**src/rtl/msc_pkg.sv**
```systemverilog
// Package: register map, field layout and timing for measurement scan control
package msc_pkg;
  // Register indices (byte address is four times the index)
  localparam logic [7:0] REG_IDX_DELAY = 8'h63;
  localparam logic [7:0] REG_IDX_EN_ONE = 8'h64;
  localparam logic [7:0] REG_IDX_EN_TWO = 8'h65;
  localparam logic [7:0] REG_IDX_SCAN = 8'h66;
  localparam logic [7:0] REG_IDX_STATUS = 8'h70;
  localparam logic [7:0] REG_IDX_MODE = 8'h71;
  // Reset values
  localparam logic [15:0] RST_DELAY = 16'h0000;
  localparam logic [15:0] RST_EN_ONE = 16'h0000;
  localparam logic [15:0] RST_EN_TWO = 16'h0000;
  localparam logic [15:0] RST_SCAN = 16'h0000;
  localparam logic [15:0] RST_MODE = 16'h0000;
  // Scan control fields
  localparam int SC_DONE = 15;
  localparam int SC_TIMEOUT = 14;
  localparam int SC_READY = 13;
  localparam int SC_SUSPEND = 12;
  localparam int SC_ALERT_FILT = 11;
  localparam int SC_AMEND = 10;
  localparam int SC_READ_FILT = 9;
  localparam int SC_TYPE_LO = 6;
  localparam int SC_OVS_LO = 3;
  localparam int SC_ALT_PATH = 2;
  localparam int SC_ORDER = 1;
  localparam int SC_REQUEST = 0;
  // Enable fields
  localparam int EN_CSA = 15;
  localparam int EN_BLOCK = 14;
  localparam int EN_INIT = 15;
  localparam int CELL_COUNT = 14;
  localparam int AUX_COUNT = 4;
  // Delay fields
  localparam int DLY_CELL_LO = 8;
  localparam int DLY_SW_LO = 0;
  // Mode register fields
  localparam int MD_AUTO_BAL = 0;
  localparam int MD_MEAS_LO = 1;
  localparam int MD_WDOG_DIS = 3;
  // Timing
  localparam int CLK_FREQ_HZ = 250_000_000;
  localparam int TICK_US = 96;
  localparam int TICK_CYCLES = TICK_US * (CLK_FREQ_HZ / 1_000_000);
  localparam int TIMEOUT_BASE_TICKS = 8;
  // Scan types
  typedef enum logic [2:0] {
    MSC_ADC_ONLY, MSC_ADC_COMP, MSC_COMP_ONLY, MSC_CALIBRATE,
    MSC_SW_SHORT, MSC_SW_OPEN, MSC_SENSE_ODD, MSC_SENSE_EVEN
  } msc_scan_type;
  // Scan command passed to the engine
  typedef struct packed {
    msc_scan_type kind;
    logic [2:0] ovs;
    logic ramp;
    logic alt_path;
    logic alert_filt;
    logic amend;
    logic read_filt;
    logic init_iir;
    logic csa_en;
    logic block_en;
    logic [13:0] cells;
    logic [3:0] aux;
  } msc_cmd_type;
endpackage : msc_pkg

```
**src/rtl/msc_delay.sv**
```systemverilog
// Module: recovery delay counter in tick units
`timescale 1ns/1ps
`default_nettype none
module msc_delay (
  input wire logic clk_sys,
  input wire logic rstn,
  input wire logic tick,
  input wire logic load,
  input wire logic [7:0] steps,
  output logic busy
);
  logic [7:0] cnt_reg;
  // Load and count down on each tick
  always_ff @(posedge clk_sys or negedge rstn) begin
    if (!rstn) begin
      cnt_reg <= 8'h00;
    end else if (load) begin
      cnt_reg <= steps;
    end else if (tick && cnt_reg != 8'h00) begin
      cnt_reg <= cnt_reg - 8'h01;
    end
  end
  assign busy = load || (cnt_reg != 8'h00);
endmodule : msc_delay
`default_nettype wire

```
**src/rtl/msc_tick.sv**
```systemverilog
// Module: 96 us tick generator
`timescale 1ns/1ps
`default_nettype none
module msc_tick #(
  parameter int CYCLES = msc_pkg::TICK_CYCLES
) (
  input wire logic clk_sys,
  input wire logic rstn,
  output logic tick
);
  logic [31:0] cnt_reg;
  // Free running prescaler
  always_ff @(posedge clk_sys or negedge rstn) begin
    if (!rstn) begin
      cnt_reg <= 32'h00000000;
      tick <= 1'b0;
    end else if (cnt_reg == 32'(CYCLES - 1)) begin
      cnt_reg <= 32'h00000000;
      tick <= 1'b1;
    end else begin
      cnt_reg <= cnt_reg + 32'h00000001;
      tick <= 1'b0;
    end
  end
endmodule : msc_tick
`default_nettype wire

```
**src/rtl/msc_top.sv**
```systemverilog
// Module: measurement scan control, Wishbone registers and sequencer
//
// Local design decision: register access over Wishbone.
`timescale 1ns/1ps
`default_nettype none
module msc_top #(
  parameter int TICK_CYCLES = msc_pkg::TICK_CYCLES
) (
  input wire logic clk_sys,
  input wire logic rstn,
  input wire logic [31:0] wb_adr_i,
  input wire logic [31:0] wb_dat_i,
  input wire logic [3:0] wb_sel_i,
  input wire logic wb_we_i,
  input wire logic wb_cyc_i,
  input wire logic wb_stb_i,
  output logic [31:0] wb_dat_o,
  output logic wb_ack_o,
  input wire logic [13:0] cell_bipolar,
  input wire logic [1:0] digital_serial_pin_mode,
  input wire logic [3:0] pin_general_io_mode,
  input wire logic pair_done,
  input wire logic engine_done,
  output logic engine_start,
  output msc_pkg::msc_cmd_type engine_cmd,
  output logic balance_suspend,
  output logic block_divider,
  output logic request_rejected_alert,
  output logic calib_update,
  output logic iir_update
);
  // ----------------------------------------------------------------
  // Registers
  // ----------------------------------------------------------------
  typedef enum logic [2:0] {ST_IDLE, ST_DELAY, ST_RUN, ST_PAIR_WAIT, ST_FINISH} msc_state_type;
  msc_state_type state_reg;
  logic [15:0] delay_reg;
  logic [15:0] en_one_reg;
  logic [15:0] en_two_reg;
  logic [15:0] scan_reg;
  logic [15:0] mode_reg;
  logic done_reg;
  logic timeout_reg;
  logic ready_reg;
  logic [31:0] wd_reg;
  logic [15:0] wd_limit;
  logic tick;
  logic dly_load;
  logic [7:0] dly_steps;
  logic dly_busy;
  logic auto_bal;
  logic req_ok;
  logic req_bad;
  logic wr_scan;
  logic bus_req;
  logic [7:0] idx;
  logic [15:0] wdat;
  logic [15:0] rd_mux;
  msc_pkg::msc_cmd_type cmd_next;
  logic [15:0] scan_wr;
  logic dly_path;

  // Byte-lane merge of a 16-bit register
  function automatic logic [15:0] merge16(input logic [15:0] old, input logic [15:0] nw,
                                          input logic [3:0] sel);
    merge16 = {sel[1] ? nw[15:8] : old[15:8], sel[0] ? nw[7:0] : old[7:0]};
  endfunction : merge16

  // Ticks allowed per oversampling code
  function automatic logic [15:0] ovs_limit(input logic [2:0] ovs);
    logic [2:0] sh;
    sh = (ovs > 3'h6) ? 3'h6 : ovs;
    ovs_limit = 16'(msc_pkg::TIMEOUT_BASE_TICKS) << (sh + 3'h1);
  endfunction : ovs_limit

  assign bus_req = wb_cyc_i && wb_stb_i && !wb_ack_o;
  assign idx = wb_adr_i[9:2];
  assign wr_scan = bus_req && wb_we_i && idx == msc_pkg::REG_IDX_SCAN;
  assign wdat = merge16(16'h0000, wb_dat_i[15:0], wb_sel_i);
  assign scan_wr = merge16(scan_reg, wb_dat_i[15:0], wb_sel_i);
  assign auto_bal = mode_reg[msc_pkg::MD_AUTO_BAL];

  // ----------------------------------------------------------------
  // Wishbone slave
  // ----------------------------------------------------------------
  // One-cycle ack for any address
  always_ff @(posedge clk_sys or negedge rstn) begin
    if (!rstn) begin
      wb_ack_o <= 1'b0;
    end else begin
      wb_ack_o <= bus_req;
    end
  end

  // Read data mux
  always_comb begin
    rd_mux = 16'h0000;
    unique case (idx)
      msc_pkg::REG_IDX_DELAY: rd_mux = delay_reg;
      msc_pkg::REG_IDX_EN_ONE: rd_mux = en_one_reg;
      msc_pkg::REG_IDX_EN_TWO: rd_mux = {en_two_reg[15], 11'h000, en_two_reg[3:0]};
      msc_pkg::REG_IDX_SCAN: rd_mux = {done_reg, timeout_reg, ready_reg, scan_reg[12:1], 1'b0};
      msc_pkg::REG_IDX_STATUS: rd_mux = {13'h0000, dly_busy, state_reg != ST_IDLE, balance_suspend};
      msc_pkg::REG_IDX_MODE: rd_mux = {12'h000, mode_reg[3:0]};
      default: rd_mux = 16'h0000;
    endcase
  end

  // Registered read data
  always_ff @(posedge clk_sys or negedge rstn) begin
    if (!rstn) begin
      wb_dat_o <= 32'h00000000;
    end else if (bus_req && !wb_we_i) begin
      wb_dat_o <= {16'h0000, rd_mux};
    end
  end

  // ----------------------------------------------------------------
  // Configuration registers
  // ----------------------------------------------------------------
  // plain storage
  always_ff @(posedge clk_sys or negedge rstn) begin
    if (!rstn) begin
      delay_reg <= msc_pkg::RST_DELAY;
      en_one_reg <= msc_pkg::RST_EN_ONE;
      en_two_reg <= msc_pkg::RST_EN_TWO;
      mode_reg <= msc_pkg::RST_MODE;
    end else if (bus_req && wb_we_i) begin
      if (idx == msc_pkg::REG_IDX_DELAY) begin
        delay_reg <= merge16(delay_reg, wb_dat_i[15:0], wb_sel_i);
      end
      if (idx == msc_pkg::REG_IDX_EN_ONE) begin
        en_one_reg <= merge16(en_one_reg, wb_dat_i[15:0], wb_sel_i);
      end
      if (idx == msc_pkg::REG_IDX_EN_TWO) begin
        en_two_reg <= merge16(en_two_reg, wb_dat_i[15:0], wb_sel_i) & 16'h800F;
      end
      if (idx == msc_pkg::REG_IDX_MODE) begin
        mode_reg <= merge16(mode_reg, wb_dat_i[15:0], wb_sel_i) & 16'h000F;
      end
    end
  end

  // Scan control fields 12..1; written fields kept even on refusal
  // fields accepted always
  always_ff @(posedge clk_sys or negedge rstn) begin
    if (!rstn) begin
      scan_reg <= msc_pkg::RST_SCAN;
    end else if (wr_scan) begin
      scan_reg <= {3'h0, scan_wr[12:1], 1'b0};
    end
  end

  // ----------------------------------------------------------------
  // Request handling
  // ----------------------------------------------------------------
  // strobe, refuse while busy or complete
  assign req_ok = wr_scan && wb_sel_i[0] && wb_dat_i[msc_pkg::SC_REQUEST]
                  && state_reg == ST_IDLE && !done_reg;
  assign req_bad = wr_scan && wb_sel_i[0] && wb_dat_i[msc_pkg::SC_REQUEST] && !req_ok;

  // Refusal alert pulse
  always_ff @(posedge clk_sys or negedge rstn) begin
    if (!rstn) begin
      request_rejected_alert <= 1'b0;
    end else begin
      request_rejected_alert <= req_bad;
    end
  end

  // Command built from freshly written fields and enables
  always_comb begin
    logic [15:0] sc;
    sc = merge16(scan_reg, wb_dat_i[15:0], wb_sel_i);
    cmd_next = '0;
    cmd_next.kind = msc_pkg::msc_scan_type'(sc[msc_pkg::SC_TYPE_LO +: 3]);
    cmd_next.ovs = sc[msc_pkg::SC_OVS_LO +: 3];
    cmd_next.ramp = sc[msc_pkg::SC_ORDER];
    cmd_next.alt_path = sc[msc_pkg::SC_ALT_PATH];
    cmd_next.alert_filt = sc[msc_pkg::SC_ALERT_FILT];
    cmd_next.amend = sc[msc_pkg::SC_AMEND];
    cmd_next.read_filt = sc[msc_pkg::SC_READ_FILT];
    cmd_next.init_iir = en_two_reg[msc_pkg::EN_INIT];
    cmd_next.cells = en_one_reg[msc_pkg::CELL_COUNT-1:0];
    cmd_next.csa_en = en_one_reg[msc_pkg::EN_CSA];
    cmd_next.block_en = en_one_reg[msc_pkg::EN_BLOCK];
    cmd_next.aux = en_two_reg[3:0] & ~pin_general_io_mode
                   & ~{2'b00, digital_serial_pin_mode};
    if (auto_bal) begin
      cmd_next.kind = msc_pkg::MSC_ADC_ONLY;
      cmd_next.ovs = 3'h3;
      cmd_next.ramp = 1'b0;
      cmd_next.alert_filt = 1'b1;
      cmd_next.amend = 1'b1;
    end
    if (cmd_next.kind == msc_pkg::MSC_CALIBRATE) begin
      cmd_next.ovs = 3'h0;
      cmd_next.ramp = 1'b0;
      cmd_next.cells = 14'h0000;
      cmd_next.aux = 4'h0;
      cmd_next.csa_en = 1'b0;
      cmd_next.block_en = 1'b0;
    end
    if (cmd_next.kind == msc_pkg::MSC_COMP_ONLY) begin
      cmd_next.csa_en = 1'b0;
      cmd_next.block_en = 1'b0;
      cmd_next.ramp = 1'b0;
      cmd_next.cells = cmd_next.cells & ~cell_bipolar;
    end
    if (cmd_next.kind == msc_pkg::MSC_ADC_COMP) begin
      cmd_next.ramp = 1'b0;
    end
  end

  // ----------------------------------------------------------------
  // Sequencer
  // ----------------------------------------------------------------
  // tick source for delays
  msc_tick #(
    .CYCLES(TICK_CYCLES)
  ) u_tick (
    .clk_sys(clk_sys),
    .rstn(rstn),
    .tick(tick)
  );

  // delay picked by path select, fresh on a request
  assign dly_path = req_ok ? scan_wr[msc_pkg::SC_ALT_PATH] : scan_reg[msc_pkg::SC_ALT_PATH];
  assign dly_steps = dly_path ? delay_reg[msc_pkg::DLY_SW_LO +: 8]
                              : delay_reg[msc_pkg::DLY_CELL_LO +: 8];
  // manual suspension, auto pair with balancing measure
  assign dly_load = (req_ok && !auto_bal && scan_wr[msc_pkg::SC_SUSPEND])
                    || (state_reg == ST_IDLE && pair_done && auto_bal
                        && mode_reg[msc_pkg::MD_MEAS_LO + 1]);

  msc_delay u_delay (
    .clk_sys(clk_sys),
    .rstn(rstn),
    .tick(tick),
    .load(dly_load),
    .steps(dly_steps),
    .busy(dly_busy)
  );

  // Command capture
  always_ff @(posedge clk_sys or negedge rstn) begin
    if (!rstn) begin
      engine_cmd <= '0;
    end else if (req_ok) begin
      engine_cmd <= cmd_next;
    end
  end

  // Scan state machine
  always_ff @(posedge clk_sys or negedge rstn) begin
    if (!rstn) begin
      state_reg <= ST_IDLE;
    end else begin
      unique case (state_reg)
        ST_IDLE: begin
          if (req_ok) begin
            state_reg <= ST_DELAY;
          end else if (dly_load) begin
            state_reg <= ST_PAIR_WAIT;
          end
        end
        ST_DELAY: begin
          if (!dly_busy) begin
            state_reg <= ST_RUN;
          end
        end
        ST_RUN: begin
          if (engine_done) begin
            state_reg <= ST_FINISH;
          end else if (!mode_reg[msc_pkg::MD_WDOG_DIS] && wd_reg[15:0] >= wd_limit) begin
            state_reg <= ST_IDLE;
          end
        end
        ST_PAIR_WAIT: begin
          if (!dly_busy) begin
            state_reg <= ST_IDLE;
          end
        end
        ST_FINISH: state_reg <= ST_IDLE;
      endcase
    end
  end

  // Engine start pulse on leaving the delay
  always_ff @(posedge clk_sys or negedge rstn) begin
    if (!rstn) begin
      engine_start <= 1'b0;
    end else begin
      engine_start <= state_reg == ST_DELAY && !dly_busy;
    end
  end

  // watchdog in ticks, limit by oversampling
  assign wd_limit = ovs_limit(engine_cmd.ovs);
  always_ff @(posedge clk_sys or negedge rstn) begin
    if (!rstn) begin
      wd_reg <= 32'h00000000;
    end else if (state_reg != ST_RUN) begin
      wd_reg <= 32'h00000000;
    end else if (tick) begin
      wd_reg <= wd_reg + 32'h00000001;
    end
  end

  // suspend and divider for the scan duration
  always_ff @(posedge clk_sys or negedge rstn) begin
    if (!rstn) begin
      balance_suspend <= 1'b0;
      block_divider <= 1'b0;
    end else begin
      balance_suspend <= scan_reg[msc_pkg::SC_SUSPEND] && !auto_bal
                         && (state_reg == ST_DELAY || state_reg == ST_RUN);
      block_divider <= engine_cmd.block_en && state_reg == ST_RUN;
    end
  end

  always_ff @(posedge clk_sys or negedge rstn) begin
    if (!rstn) begin
      calib_update <= 1'b0;
      iir_update <= 1'b0;
    end else begin
      calib_update <= state_reg == ST_FINISH && engine_cmd.kind == msc_pkg::MSC_CALIBRATE;
      iir_update <= state_reg == ST_FINISH && engine_cmd.kind != msc_pkg::MSC_CALIBRATE
                    && engine_cmd.amend;
    end
  end

  // ----------------------------------------------------------------
  // Status flags, set wins over a write of zero
  // ----------------------------------------------------------------
  // flags
  always_ff @(posedge clk_sys or negedge rstn) begin
    if (!rstn) begin
      done_reg <= 1'b0;
      timeout_reg <= 1'b0;
      ready_reg <= 1'b0;
    end else begin
      if (state_reg == ST_FINISH) begin
        done_reg <= 1'b1;
        ready_reg <= 1'b1;
      end else if (wr_scan && wb_sel_i[1]) begin
        done_reg <= done_reg & wdat[msc_pkg::SC_DONE];
        ready_reg <= ready_reg & wdat[msc_pkg::SC_READY];
      end
      if (state_reg == ST_RUN && !engine_done && !mode_reg[msc_pkg::MD_WDOG_DIS]
          && wd_reg[15:0] >= wd_limit) begin
        timeout_reg <= 1'b1;
      end else if (wr_scan && wb_sel_i[1]) begin
        timeout_reg <= timeout_reg & wdat[msc_pkg::SC_TIMEOUT];
      end
    end
  end
endmodule : msc_top
`default_nettype wire

```
**config.mk**
```make
export PLATFORM = sky130hd
export DESIGN_NAME = msc_top
export DESIGN_NICKNAME = d
export VERILOG_FILES = /design/src/rtl/msc_pkg.sv /design/src/rtl/msc_delay.sv /design/src/rtl/msc_tick.sv /design/src/rtl/msc_top.sv
export SDC_FILE = /design/constraint.sdc
export NUM_CORES = 1
export LEC_CHECK = 0
export ABC_AREA = 1
export ABC_CLOCK_PERIOD_IN_PS = 3500
export BUFFER_PORTS_ARGS = -buffer_cell sky130_fd_sc_hd__buf_2
export CAP_MARGIN = 20
export CORE_AREA = 2 2 152 140
export DETAILED_ROUTE_END_ITERATION = 8
export DIE_AREA = 0 0 154 142
export PLACE_DENSITY = 0.66
export SYNTH_ARGS = -nofsm -noshare
export SYNTH_HDL_FRONTEND = slang
export SYNTH_SLANG_ARGS = --single-unit
```
**constraint.sdc**
```tcl
create_clock -name clk_sys -period 3.5 [get_ports clk_sys]
set_input_delay 0.525 -clock clk_sys [delete_from_list [all_inputs] [get_ports clk_sys]]
set_output_delay 0.525 -clock clk_sys [all_outputs]
set_load 0.01 [all_outputs]
```
### Yosys cells after proc, flatten, opt, wreduce, memory -nomap -nowiden

Cells that the tools add are included.

* flip-flop bits (word level): 187
* bits in latches: 0
* RAM bits: 0
* bits in read-only memories: 0
* output and inout port bits: 71
* memories: 0

* add/subtract/negate cells: 4
* multipliers: 0
* divide/modulo/power cells: 0
* order comparisons: 2
* equality and inequality tests: 21
* shift operators: 1
* muxes and demuxes: 33
* bitwise operators: 9
* reduce and logical (&&, ||, !) cells: 54

Operators by type and width (number)
* 2-to-1 mux 32 bit: 3
* one-hot mux 16 bit (6 select lines): 1
* adder 32 x 1 -> 32 bit (second input constant): 2
* equality test 8 x 7 -> 1 bit (second input constant): 6
* 2-to-1 mux 8 bit: 5
* equality test 32 x 15 -> 1 bit (second input constant): 1
* logical AND 1 bit: 28
* 2-to-1 mux 3 bit: 7
* AND reduction 3 bit: 7
* 2-to-1 mux 20 bit: 1
* greater-or-equal comparator 16 bit: 1
* 2-to-1 mux 16 bit: 1
* left shift 4 x 3 -> 16 bit (first input constant): 1
* equality test 3 x 2 -> 1 bit (second input constant): 5
* one-hot mux 3 bit (5 select lines): 1
* bitwise AND 14 bit: 1
* inverter 14 bit: 1
* 2-to-1 mux 1 bit: 10
* inequality test 3 x 2 -> 1 bit (second input constant): 3
* bitwise AND 4 bit: 2
* logical NOT 1 bit: 8
* nonzero test 2 bit: 4
* nonzero test 8 bit: 1
* subtractor 8 x 1 -> 8 bit (second input constant): 1
* other kinds (17): 23

### Depth between registers and ports, before layout

* depth in word-level cells: 14
* mapped depth: 14

### Hierarchy

Synthesis repeated with hierarchy kept, for this count alone.

* cell total of the unflattened synthesis: 1182
* area, all modules: 9116.2 µm²

Modules (own cells, without submodules)
* msc_top: instances 1, cells each 795, area an instance 6458.7 µm²
* msc_tick: instances 1, cells each 299, area an instance 2048.2 µm²
* msc_delay: instances 1, cells each 88, area an instance 609.3 µm²

### Worst setup path before layout

Ideal clock, no wire load.

* kind: reg-to-reg
* from: register engine_cmd[28] (netlist bit)
* to: register state_reg[1]
* arrival time: 1.582 ns
* path slack: 1.802 ns
* stages on the path, launching flop included: 15
* buffers on the path: 0
* cell sequence: dfrtp_1 > inv_1 > nand3_1 > ha_1 > nand2_1 > inv_1 > nand3_1 > nand3_1 > nand2_1 > nand2_1 > a21boi_1 > a21oi_1 > nand2_1 > nand2_1 > nand2_1

* word-level cells in the longest chain between the ends: 8

RTL lines
* start: declaration: RTL line msc_top.sv:25 `output msc_pkg::msc_cmd_type engine_cmd,`
* start signal: assignment: RTL line msc_top.sv:250 `engine_cmd <= cmd_next;`
* > comparator 3 bit: RTL line msc_top.sv:72 `sh = (ovs > 3'h6) ? 3'h6 : ovs;`
* 2-to-1 mux 3 bit *: RTL line msc_top.sv:72
* adder 3 x 1 -> 3 bit *: RTL line msc_top.sv:73 `ovs_limit = 16'(msc_pkg::TIMEOUT_BASE_TICKS) << (sh + 3'h1);`
* left shift 4 x 3 -> 16 bit *: RTL line msc_top.sv:73
* greater-or-equal comparator 16 bit *: RTL line msc_top.sv:275 `end else if (!mode_reg[msc_pkg::MD_WDOG_DIS] && wd_reg[15:0] >= wd_limit) begin`
* logical AND 1 bit *: RTL line msc_top.sv:275
* inequality test 3 bit (no line) *
* AND reduction 4 bit (no line) *
* end signal: assignment: RTL line msc_top.sv:274 `state_reg <= ST_FINISH;`
* end signal: assignment: RTL line msc_top.sv:276 `state_reg <= ST_IDLE;`
* end signal: assignment: RTL line msc_top.sv:281 `state_reg <= ST_IDLE;`
* end: declaration: RTL line msc_top.sv:36 `msc_state_type state_reg;`

Mark *: on every way between the ends. The rest lies on a longest branch, timed or not.
A chain may end at the register's enable or synchronous reset.

### Worst setup path after layout

* from: register state_reg[2]
* to: register state_reg[1]

* word-level cells in the longest chain between the ends: 9
* elaborated cells between the ends (all ways): 21
* those cells by class: 8 x eq/ne; 2 x mux; 11 x reduce/logical

RTL lines
* start signal: assignment: RTL line msc_top.sv:257 `state_reg <= ST_IDLE;`
* start signal: assignment: RTL line msc_top.sv:262 `state_reg <= ST_DELAY;`
* start signal: assignment: RTL line msc_top.sv:264 `state_reg <= ST_PAIR_WAIT;`
* logical NOT 3 bit: RTL line msc_top.sv:159, msc_top.sv:233, msc_top.sv:259
* logical AND 1 bit (2 in series): RTL line msc_top.sv:159 `&& state_reg == ST_IDLE && !done_reg;`
* logical AND 1 bit (2 in series): RTL line msc_top.sv:232 `assign dly_load = (req_ok && !auto_bal && scan_wr[msc_pkg::SC_SUSPEND])`
* logical OR 1 bit: RTL line msc_top.sv:233 `|| (state_reg == ST_IDLE && pair_done && auto_bal`
* logical OR 1 bit: RTL line msc_delay.sv:23 `assign busy = load || (cnt_reg != 8'h00);`
* inequality test 2 bit (no line)
* AND reduction 4 bit (no line)

Parallel ways exist; a longest one is shown, timed or not.

==> metrics.txt <==
leakage dissipation 5.28 nW; run status complete, no violations; area share of fa/ha/maj cells after synthesis 1.53%; ordered cell list for the critical path nor3_2 -> inv_2 -> nor2_1 -> a21boi_1 -> a21oi_1 -> nand3_1 -> nand2_1; arrival time reported for the critical path endpoint 2.42 ns; Critical Path Stages 7; Design Area, Final 10,400 um^2; XOR/XNOR share of the synthesized area 2.83%; capturing point of the worst reg2reg path state_reg[1]$_DFFE_PN0P_; commonest register cell after synthesis dfrtp_1; transition time of the tightest slew-check pin 0.820 ns; synthesized instance count 1,123; # hold bufs at CTS 0; number of violations of the max-capacitance limit 0; die boundary height 142 um; buffers inserted by post-CTS timing repair 0; total global routing overflow 0; simple logic cell fraction of the synthesized area 28.3%; Worst setup EP type flop; combinational family with the most area after synthesis simple AND/OR/NAND/NOR gates; TritonCTS Buffers 17; compound-cell area share of the yosys netlist 10.5%; number of distinct library cell variants in the gate-level netlist after synthesis 53; clock tree from TritonCTS built; wire length of the first global-routing pass 37,900 um; Max rail drop VDD 0.345 mV; total wirelength of the detailed-routed design 23,700 um; length in cells of the worst reg-to-reg path 7; number of synthesized register bits 171; Syn. warnings 0; start point of the critical path state_reg[2]$_DFFE_PN0P_; Final setup violation count 0; total DRC errors in the routed layout 0; Critical-path top delay cell nor3_2; number of cells upsized or downsized after cts 0; number of nets at the end of the flow 1,336; I/O pin cnt 166; sequential element share of the synthesized area 47.6%; final routed wire length divided by cell count 15.8 um; Finished Core Util 51.0%; maximum number of pins on one net before global-route repair 85; first drt pass iteration count 5; clock tree root buffer cell clkbuf_16; width of the die 154 um; Placed Instances 1,471; clock insertion delay at the later pin of the skew report 0.45 ns; number of port buffers 107; core area 20,300 um^2; number of routed nets with antenna violations 0; Row Count 50; share of cell area taken by muxes after synthesis 0%; number of synthesized flops with an enable pin 0; Post-Route Setup TNS 0 ns; commonest cells after routing, fill and taps aside nand2_1 (327), dfrtp_1 (171), inv_1 (129), buf_2 (106), o21ai_0 (102); leading cell type in the layout, fill and taps excluded nand2_1; final critical-path share of the clock period 59.5%; number of sinks driven by the clock tree 171; Slew Limit Fails 0; critical path required time 3.84 ns; instance area at placement 9730 um^2; clock-pin slew on the worst setup and hold paths 0.07 ns; All-Layer GR Usage 22.3%; worst setup path endpoint state_reg[1]$_DFFE_PN0P_; shortest period the worst path allows 2.08 ns; Synth-to-Final Area Change 15.5%; Worst Clk Skew 0.00862 ns; full die area 21,900 um^2; maximum level of the CTS H-tree 4; WP buf/inv 1; Routability Congestion 0.931; number of antenna violations at the first check in global routing 0; antenna diode count 0; Final Instance Count excl. Fillers 1,502; mapped cell area 8990 um^2; effective utilization at floorplan 44.2%; FF-to-FF Start state_reg[2]$_DFFE_PN0P_; vias in the first global route 7,015; fraction of registers with async set/reset 100%; setup repair after global routing missed its margin no; DP HPWL 17,600 um; routed vias/inst 5.08; vias after detailed routing 7,630; maximum achievable frequency 0.480 GHz; startpoint type of the worst setup path flop; highest fanout seen on the critical path 12; power density over the cells 431 nW/um^2; layout cells sized above 1 16.8%; top cell family by delay on the critical path simple AND/OR/NAND/NOR gates; Reg2Reg Setup Slack 1.42 ns; average footprint of a synthesized cell 8.00 um^2; CTS max path bufs 2; Slowest Stage Delay on Critical Path 0.67 ns; Iter 0 DRT Violations 565; class of the most critical hold timing path in2async; headroom to the max-slew limit 45.3%; number of fill cells 1,975; category of the critical setup timing path reg2reg; endpoints failing hold 0
==> worst reg2reg max path, delay by kind of cell, from the launching register on <==
kind                   cells  cell delay [ns]
AO/OA/AOI/OAI              2             0.30
AND/OR/NAND/NOR            4             0.97
flip-flops                 1             0.45
buffers and inverters      1             0.25
==> kinds of logic after synthesis <==
| kind of cell | count (synthesis) |
|---|---|
| DFF | 171 |
| AOI/OAI and AO/OA | 170 |
| adders and majority gates | 11 |
| xor gates and xnor gates | 29 |
| buffers and inverters | 189 |
| other | 1 |
| and+or+nand+nor | 552 |
==> layer usage <==
layer	track usage, %	share of wire [%]	vias to the layer above
met4	7.38	2.1	0
met2	32.0	43	234
met5	0	0	-
li1	-	-	3806
met1	33.5	49	3559
met3	4.66	6.3	31
==> per-stage QoR <==
stage	setup slack (ns)	hold slack [ns]	power, mW
2_1_floorplan	1.80	0.229	2.28
3_3_place_gp	1.14	0.459	2.41
3_5_place_dp	1.11	0.461	2.41
4_1_cts	1.42	0.192	4.49
5_1_grt	1.20	0.206	4.62
6_report	1.42	0.130	4.47
==> cell type report <==
cell class / count / area (um^2) / share of cell area (%)
Multi-Input combinational cell: 778 / 3940 / 38.0
Sequential cell: 171 / 4280 / 41.2
Clock buffer: 17 / 425 / 4.10
Clock inverter: 14 / 220 / 2.12
Inverter: 149 / 576 / 5.55
Timing Repair Buffer: 113 / 612 / 5.90
Tap cell: 260 / 325 / 3.13
==> cells in the mapped netlist (2+ instances only) <==
cell,count,area share [%]
a211oi_1,3,0.25
a21o_1,4,0.33
a21oi_1,19,1.1
a31oi_1,4,0.28
buf_2,11,0.61
buf_4,17,1.4
buf_6,3,0.38
clkbuf_1,9,0.38
clkinv_1,2,0.084
dfrtp_1,171,48
ha_1,11,1.5
inv_1,129,5.4
inv_2,15,0.63
nand2_1,327,14
nand2_2,5,0.35
nand2_4,5,0.63
nand3_1,63,3.5
nand3_2,3,0.33
nand3_4,2,0.39
nand4_1,17,1.2
nand4_2,2,0.28
nor2_1,65,2.7
nor2_2,6,0.42
nor2_4,8,1.0
nor2_8,2,0.45
nor3_1,29,1.6
nor3_2,4,0.45
nor4_1,6,0.42
o211ai_1,9,0.75
o21a_1,3,0.25
o21ai_0,102,5.7
o21ai_1,15,0.84
o21ai_2,2,0.19
o22ai_1,2,0.14
or2_2,3,0.21
xnor2_1,6,0.58
xor2_1,23,2.2
==> power breakdown <==
group          total, mW  internal, mW  switching, mW
Clock               2.10          1.27          0.833
Sequential          2.03          2.01         0.0234
Combinational      0.341         0.103          0.237
Total               4.47          3.38           1.09
==> how the worst min path moves through the flow <==
| stage | start | end | slack (ns) | cells past startpoint |
|---|---|---|---|---|
| after floorplan | rstn | balance_suspend$_DFF_PN0_ | 0.23 | 0 |
| after global placement | engine_cmd[24]$_DFFE_PN0N_ | engine_cmd[24]$_DFFE_PN0N_ | 0.46 | 2 |
| after detailed placement | engine_cmd[9]$_DFFE_PN0N_ | engine_cmd[9]$_DFFE_PN0N_ | 0.46 | 2 |
| after CTS | rstn | u_tick.cnt_reg[14]$_DFF_PN0_ | 0.19 | 1 |
| after global routing | rstn | u_tick.cnt_reg[14]$_DFF_PN0_ | 0.21 | 1 |
| final | rstn | u_tick.cnt_reg[14]$_DFF_PN0_ | 0.13 | 1 |
(Power assumes the default switching activity.)
